===== src/inc/enc_feedback_pkg.sv =====
/*
 * constants and types shared by the encoder feedback front end.
 * assumes a single 50 MHz drive clock.
 */
package enc_feedback_pkg;
	localparam int CLK_HZ = 50000000;
	localparam int BASE_SMALL_HZ = 9000000;
	localparam int BASE_LARGE_HZ = 15000000;
	localparam logic [7:0] FILTER_RESET = 8'h00;
	localparam logic [16:0] RES_MIN = 17'h000C8;
	localparam logic [16:0] RES_MAX = 17'h1F400;
	localparam logic [16:0] RES_RESET = 17'h01F40;
	localparam logic [31:0] POS_MAX = 32'h7FFFFFFF;
	localparam logic [31:0] POS_MIN = 32'h80000001;
	localparam logic [31:0] POS_RESET = 32'h00000000;
	localparam logic [7:0] REG_ENC_POS = 8'h35;
	localparam logic SEL_DIFF = 1'b0;
	localparam logic SEL_SINGLE = 1'b1;
	// filter time step: one tick per base period, scaled by the constant
	localparam int TICK_SMALL = CLK_HZ / BASE_SMALL_HZ;
	localparam int TICK_LARGE = CLK_HZ / BASE_LARGE_HZ;
	typedef enum logic [2:0] {
		POS_IDLE = 3'b001,
		POS_LOAD = 3'b010,
		POS_REPLY = 3'b100
	} pos_state_type;
endpackage


===== src/logic/enc_input_filter.sv =====
/*
 * one-channel low-pass noise filter: the input must stay at a new level
 * for the programmed number of base ticks before the output follows.
 * assumes the input is already synchronised to the clock.
 */
`timescale 1ns/1ns
`default_nettype none
module enc_input_filter (
	input wire logic clk_i,
	input wire logic nrst_i,
	input wire logic tick_i,
	input wire logic [7:0] k_i,
	input wire logic d_i,
	output logic q_o
);
	logic [7:0] cnt;
	wire differs = d_i != q_o;
	wire done = cnt >= k_i;
	always_ff @(posedge clk_i or negedge nrst_i) begin
		if (!nrst_i) begin
			cnt <= 8'h00;
			q_o <= 1'b0;
		end else if (!differs) begin
			cnt <= 8'h00;
		end else if (done) begin // RULE2
			q_o <= d_i;
			cnt <= 8'h00;
		end else if (tick_i) begin
			cnt <= cnt + 8'h01;
		end
	end
endmodule
`default_nettype wire


===== src/logic/enc_feedback_config.sv =====
/*
 * encoder feedback front end: settings, input filter, position counter.
 * assumes a command parser drives the one-cycle command strobes.
 */
// Functional notes
// (RULE1) filter constant is eight-bit value 0 to 255
// (RULE2) cutoff equals base constant over filter constant
// (RULE3) position-set with value loads signed counter
// (RULE4) position-set without value returns count, register 053
// (RULE5) host follows preset with internal position-set
// (RULE6) no position-set while moving under multitasking
// (RULE7) resolution held as counts, 200 to 128000
// (RULE8) flag: 0 differential, 1 single-ended inputs
// (RULE9) quadrature edges count up or down by one
`timescale 1ns/1ns
`default_nettype none
module enc_feedback_config
	import enc_feedback_pkg::*;
#(
	parameter bit SMALL_MODEL = 1'b0
) (
	input wire logic MCLK_I,
	input wire logic NRST_I,
	input wire logic ENC_A_I,
	input wire logic ENC_B_I,
	input wire logic FILTER_WR_I,
	input wire logic [7:0] FILTER_DATA_I,
	input wire logic POS_WR_I,
	input wire logic POS_RD_I,
	input wire logic [31:0] POS_DATA_I,
	input wire logic RES_WR_I,
	input wire logic [16:0] RES_DATA_I,
	input wire logic SEL_WR_I,
	input wire logic SEL_DATA_I,
	input wire logic REG_RD_I,
	input wire logic [7:0] REG_ADDR_I,
	output logic [7:0] FILTER_O,
	output logic [16:0] RES_O,
	output logic RES_ERR_O,
	output logic POS_ERR_O,
	output logic SINGLE_ENDED_O,
	output logic [31:0] POS_O,
	output logic POS_VALID_O,
	output logic [31:0] REG_DATA_O,
	output logic REG_VALID_O
);
	import enc_feedback_pkg::*;

	// ==========================================================
	// helpers
	function automatic logic in_pos_range(input logic [31:0] v);
		return v != 32'h80000000;
	endfunction

	// ==========================================================
	// pin synchronisers
	logic [1:0] a_sync;
	logic [1:0] b_sync;
	always_ff @(posedge MCLK_I or negedge NRST_I) begin
		if (!NRST_I) begin
			a_sync <= 2'b00;
			b_sync <= 2'b00;
		end else begin
			a_sync <= {a_sync[0], ENC_A_I};
			b_sync <= {b_sync[0], ENC_B_I};
		end
	end

	// ==========================================================
	// settings
	logic [7:0] filter_k;
	logic [16:0] resolution;
	logic single_ended;
	wire res_ok = RES_DATA_I >= RES_MIN && RES_DATA_I <= RES_MAX;
	always_ff @(posedge MCLK_I or negedge NRST_I) begin
		if (!NRST_I) begin
			filter_k <= FILTER_RESET;
			resolution <= RES_RESET;
			single_ended <= SEL_DIFF;
			RES_ERR_O <= 1'b0;
		end else begin
			if (FILTER_WR_I)
				filter_k <= FILTER_DATA_I; // RULE1
			if (RES_WR_I && res_ok)
				resolution <= RES_DATA_I; // RULE7
			if (RES_WR_I)
				RES_ERR_O <= !res_ok; // RULE7
			if (SEL_WR_I)
				single_ended <= SEL_DATA_I; // RULE8
		end
	end
	always_ff @(posedge MCLK_I or negedge NRST_I) begin
		if (!NRST_I) begin
			FILTER_O <= FILTER_RESET;
			RES_O <= RES_RESET;
			SINGLE_ENDED_O <= SEL_DIFF;
		end else begin
			FILTER_O <= filter_k; // RULE1
			RES_O <= resolution;
			SINGLE_ENDED_O <= single_ended; // RULE8
		end
	end

	// ==========================================================
	// filter base tick; integer division trades exact cutoff for a cheap divider
	localparam int TICK_DIV = SMALL_MODEL ? TICK_SMALL : TICK_LARGE;
	logic [3:0] tick_cnt;
	wire tick = tick_cnt == 4'(TICK_DIV - 1);
	always_ff @(posedge MCLK_I or negedge NRST_I) begin
		if (!NRST_I)
			tick_cnt <= 4'h0;
		else
			tick_cnt <= tick ? 4'h0 : tick_cnt + 4'h1; // RULE2
	end

	logic a_filt;
	logic b_filt;
	enc_input_filter u_filt_a (
		.clk_i(MCLK_I),
		.nrst_i(NRST_I),
		.tick_i(tick),
		.k_i(filter_k),
		.d_i(a_sync[1]),
		.q_o(a_filt)
	);
	enc_input_filter u_filt_b (
		.clk_i(MCLK_I),
		.nrst_i(NRST_I),
		.tick_i(tick),
		.k_i(filter_k),
		.d_i(b_sync[1]),
		.q_o(b_filt)
	);

	// ==========================================================
	// quadrature decode
	logic a_prev;
	logic b_prev;
	always_ff @(posedge MCLK_I or negedge NRST_I) begin
		if (!NRST_I) begin
			a_prev <= 1'b0;
			b_prev <= 1'b0;
		end else begin
			a_prev <= a_filt;
			b_prev <= b_filt;
		end
	end
	wire a_edge = a_filt != a_prev;
	wire b_edge = b_filt != b_prev;
	// both channels moving at once is an illegal step and is dropped
	wire step = a_edge ^ b_edge;
	wire up = a_edge ? (a_filt != b_filt) : (a_filt == b_filt);

	// ==========================================================
	// position counter and host access
	pos_state_type state;
	pos_state_type next_state;
	logic [31:0] position;
	logic [31:0] pos_latch;
	always_comb begin
		case (state)
			POS_IDLE: begin
				if (POS_WR_I)
					next_state = POS_LOAD;
				else if (POS_RD_I)
					next_state = POS_REPLY;
				else
					next_state = POS_IDLE;
			end
			POS_LOAD: next_state = POS_IDLE;
			POS_REPLY: next_state = POS_IDLE;
			default: next_state = POS_IDLE;
		endcase
	end
	always_ff @(posedge MCLK_I or negedge NRST_I) begin
		if (!NRST_I) begin
			state <= POS_IDLE;
			pos_latch <= POS_RESET;
		end else begin
			state <= next_state;
			if (state == POS_IDLE && POS_WR_I)
				pos_latch <= POS_DATA_I;
		end
	end
	// the preset wins over a count edge in the same cycle
	always_ff @(posedge MCLK_I or negedge NRST_I) begin
		if (!NRST_I) begin
			position <= POS_RESET;
			POS_ERR_O <= 1'b0;
		end else if (state == POS_LOAD) begin
			POS_ERR_O <= !in_pos_range(pos_latch);
			if (in_pos_range(pos_latch))
				position <= pos_latch; // RULE3
		end else if (step) begin
			position <= up ? position + 32'h1 : position - 32'h1; // RULE9
		end
	end
	always_ff @(posedge MCLK_I or negedge NRST_I) begin
		if (!NRST_I) begin
			POS_O <= POS_RESET;
			POS_VALID_O <= 1'b0;
			REG_DATA_O <= 32'h0;
			REG_VALID_O <= 1'b0;
		end else begin
			POS_VALID_O <= state == POS_REPLY; // RULE4
			if (state == POS_REPLY)
				POS_O <= position; // RULE4
			REG_VALID_O <= REG_RD_I;
			if (REG_RD_I)
				REG_DATA_O <= REG_ADDR_I == REG_ENC_POS ? position : 32'h0; // RULE4
		end
	end
endmodule
`default_nettype wire


===== config.mk =====
export PLATFORM = sky130hd
export DESIGN_NAME = enc_feedback_config
export DESIGN_NICKNAME = d
export VERILOG_FILES = /design/src/inc/enc_feedback_pkg.sv /design/src/logic/enc_input_filter.sv /design/src/logic/enc_feedback_config.sv
export SDC_FILE = /design/constraint.sdc
export NUM_CORES = 1
export LEC_CHECK = 0
export ABC_AREA = 1
export BUFFER_PORTS_ARGS = -buffer_cell sky130_fd_sc_hd__buf_2
export CORE_UTILIZATION = 62
export CTS_BUF_LIST = sky130_fd_sc_hd__clkbuf_8 sky130_fd_sc_hd__clkbuf_16
export DETAILED_ROUTE_END_ITERATION = 6
export PLACE_DENSITY_LB_ADDON = 0.2
export RECOVER_POWER = 25
export SLEW_MARGIN = 20
export SYNTH_ARGS = -nofsm -noshare
export SYNTH_HDL_FRONTEND = slang
export SYNTH_SLANG_ARGS = --single-unit

===== constraint.sdc =====
create_clock -name MCLK_I -period 3.4 [get_ports MCLK_I]
set_clock_uncertainty 0.05 [all_clocks]
set_input_delay 0.17 -clock MCLK_I [delete_from_list [all_inputs] [get_ports MCLK_I]]
set_output_delay 0.17 -clock MCLK_I [all_outputs]
set_load 0.01 [all_outputs]

==> impl_metrics.env <==
export IMPL_whs_ns=0.0831
export IMPL_yosysSeqAreaShare_pct=49.1
export IMPL_grt_usage_pct=37.8
export IMPL_post_cts_buffers=0
export IMPL_port_buffers=169
export IMPL_clk_latency_ns=0.53
export IMPL_ant_nets=0
export IMPL_firstDrtPassIters=7
export IMPL_fin_crit_sh_pct=84.8
export IMPL_drive_gt1_share_pct=18.3
export IMPL_layout_commonest_cell="nand2_1"
export IMPL_syn_nets=1468
export IMPL_wire_per_inst_um=18.3
export IMPL_worst_path_max_fanout=38
export IMPL_io_pins=170
export IMPL_syn_cell_area_um2=11000
export IMPL_p_per_area_nw_per_um2=1110
export IMPL_r2r_slack_ns=0.52
export IMPL_ys_flop_type="dfrtp_1"
export IMPL_switching_share_pct=49.9
export IMPL_met2_wirelength_mm=16.1
export IMPL_stdcell_area_um2=13500
export IMPL_rsz0062_at_grt="false"
export IMPL_start_util_pct=63.6
export IMPL_ys_types=46
export IMPL_comb_power_share_pct=57.3
export IMPL_synth_edf_count=0
export IMPL_critPathKind="reg -> reg"
export IMPL_internal_power_mw=7.54
export IMPL_maxCapViolations=2
export IMPL_power_leakage_nw=6.97
export IMPL_syn_mean_instance_area_um2=8.01
export IMPL_cts_sinks=215
export IMPL_total_power_mw=15.1
export IMPL_die_h_um=135
export IMPL_finalHoldViolations=0
export IMPL_viasPerCell=5.79
export IMPL_cts_root_buf="clkbuf_16"
export IMPL_drcViolationCount=1
export IMPL_final_cell_mix="391 x nand2_1, 202 x dfrtp_1, 187 x inv_1, 167 x buf_2, 117 x o21ai_0"
export IMPL_grt_pass1_vias=10454
export IMPL_slew_violations=128
export IMPL_clkSlewWorstSetupHoldPaths_ns=0.07
export IMPL_grt_remaining_overflow=0
export IMPL_core_area_um2=17300
export IMPL_place_area_um2=12000
export IMPL_violations="design-rule violations, max-capacitance violations, max-slew violations"
export IMPL_cp_required_ns=3.76
export IMPL_cts_resized=0
export IMPL_hold_buffers=79
export IMPL_ys_seq_elements=215
export IMPL_routed_wl_mm=33.8
export IMPL_rows=48
export IMPL_finalWeightedCongestion=0.972
export IMPL_outcome="finished, violations left"
export IMPL_relSlewSlack_pct=-55.0
export IMPL_hold_path_class="in -> reg"
export IMPL_wl_met1_mm=13.5
export IMPL_antenna_found_initial=2
export IMPL_dieArea_um2=18300
export IMPL_clkPwrFrac_pct=16.6
export IMPL_setup_violations=0
export IMPL_pwr_share_seq_pct=26.2
export IMPL_grt_pass1_wl_mm=53.7
export IMPL_vias=10693
export IMPL_cts_tree="yes"
export IMPL_grt_max_degree=89
export IMPL_arrival_ns=3.24
export IMPL_die_x_um=135
export IMPL_min_period_ns=2.88
export IMPL_synth_cells=1373
export IMPL_end_kind="register"
export IMPL_cts_buffers=23
export IMPL_ir_drop_uv=588
export IMPL_tightest_slew_ns=2.33
export IMPL_hpwl_mm=20.5
export IMPL_pre_cts_ws_ns=0.709
export IMPL_yosysWarnings=0
export IMPL_start_kind="register"
export IMPL_wl_met3_mm=2.94
export IMPL_htreeDepth=1
export IMPL_cts_buffer_depth=3
export IMPL_syn_to_final_growth_pct=23.1
export IMPL_highest_layer="met4"
export IMPL_p_switching_mw=7.52
export IMPL_fmax_ghz=0.347
export IMPL_fin_tns_setup_ns=0
export IMPL_ys_async_sr_fraction_pct=100
export IMPL_setup_ws_ns=0.517
export IMPL_initialDrtViolationCount=1100
export IMPL_nets=1699
## synth_stat cells (2+ instances only)
| library cell | number | area [um2] |
|---|---|---|
| o21ai_1 | 4 | 20.0 |
| nand2_4 | 9 | 101 |
| a21oi_1 | 56 | 280 |
| xor2_1 | 15 | 131 |
| nor2_1 | 70 | 263 |
| buf_2 | 6 | 30.0 |
| nand4_1 | 11 | 68.8 |
| o21bai_2 | 2 | 22.5 |
| o21ai_0 | 117 | 586 |
| buf_1 | 5 | 18.8 |
| dfrtp_1 | 202 | 5050 |
| inv_1 | 187 | 702 |
| o211ai_1 | 4 | 30.0 |
| nor2_2 | 10 | 62.6 |
| o2111ai_1 | 2 | 17.5 |
| o21bai_1 | 3 | 22.5 |
| nor2_4 | 6 | 67.6 |
| o41ai_1 | 17 | 149 |
| nor3_1 | 13 | 65.1 |
| o22ai_1 | 34 | 213 |
| clkbuf_1 | 37 | 139 |
| nand3b_1 | 3 | 22.5 |
| a41oi_1 | 10 | 87.6 |
| nor3b_1 | 3 | 22.5 |
| nor4_1 | 6 | 37.5 |
| a21o_1 | 2 | 15.0 |
| xnor2_1 | 5 | 43.8 |
| a211oi_1 | 2 | 15.0 |
| nand2_2 | 21 | 131 |
| ha_1 | 19 | 238 |
| inv_2 | 12 | 45.0 |
| dfstp_2 | 13 | 342 |
| mux2_2 | 2 | 22.5 |
| buf_6 | 4 | 45.0 |
| nand3_1 | 57 | 285 |
| nor3_2 | 4 | 40.0 |
| nand2_1 | 391 | 1470 |
## through the flow
step,util [%],std cells
2_1_floorplan,-,1373
3_3_place_gp,69.4,1724
3_5_place_dp,69.4,1724
4_1_cts,78.3,1843
5_1_grt,78.3,1846
6_report,78.3,1846
## power by group through the flow
stage	combinational, mW	sequential [mW]	clock [mW]
after floorplan	6.31	3.78	0
after global placement	8.09	3.90	0
after detailed placement	8.23	3.92	0
after CTS	8.39	3.89	2.50
after global routing	9.56	4.00	2.60
final	8.62	3.94	2.50
## path summary, 6_finish.rpt
path | from | to | depth (start not counted)
max in group asynchronous | NRST_I | resolution[6] | 3
hold / removal | FILTER_WR_I | filter_k[3] | 2
setup / recovery | u_filt_a.q_o | position[28] | 22
setup reg to reg | u_filt_a.q_o | position[28] | 22
min in group asynchronous | NRST_I | REG_DATA_O[28] | 2
hold reg to reg | b_sync[0] | b_sync[1] | 0
## registers in the layout, summed over array words and instances, names as in the netlist, 8 cells and up
name,count
REG_DATA_O,32
FILTER_O,8
resolution,17
POS_O,32
u_filt_b.cnt,8
pos_latch,32
position,32
filter_k,8
RES_O,17
u_filt_a.cnt,8
## kinds of logic (layout without fill, tap and decap cells)
logic type	count (synthesis)	in the layout	share of synthesized area (%)
and+or+nand+nor	607	607	24.3
AOI/OAI and AO/OA	256	256	13.5
buffers and inverters	253	499	9.11
DFF	215	215	49.1
xor gates and xnor gates	21	21	1.74
adders and majority gates	19	19	2.16
muxes	2	2	0.205
other	0	2	0
## layer usage
metal  vias to the layer above  global-route usage (%)
li1                       4873                       -
met1                      5066                    50.0
met2                       626                    62.3
met3                       128                    6.85
met4                         0                    14.1
met5                         -                       0
## final cells by class
type	instances	area [um2]
clock buffer	28	644
antenna	2	5.00
timing repair buffer	260	1760
inverter	199	747
fill	1154	3750
tap	225	282
clock inverter	12	109
multi-input combinational	905	4600
sequential	215	5400
## critical path, stage by stage, from the launching register on
cell	delay (ns)
dfrtp_1	0.49
inv_2	0.16
nand2_1	0.11
nand2_2	0.10
nand2_2	0.07
nand2_2	0.09
buf_12	0.22
nand2_1	0.10
nand2_1	0.07
inv_1	0.04
ha_1	0.17
inv_1	0.06
nand2_1	0.10
a21oi_2	0.22
inv_1	0.08
nand2_1	0.13
nand2_2	0.11
nand2_1	0.10
nand2_1	0.05
nand2_1	0.06
nand3_1	0.06
nand2_1	0.07
nand2_1	0.05
(Power assumes the default switching activity.)
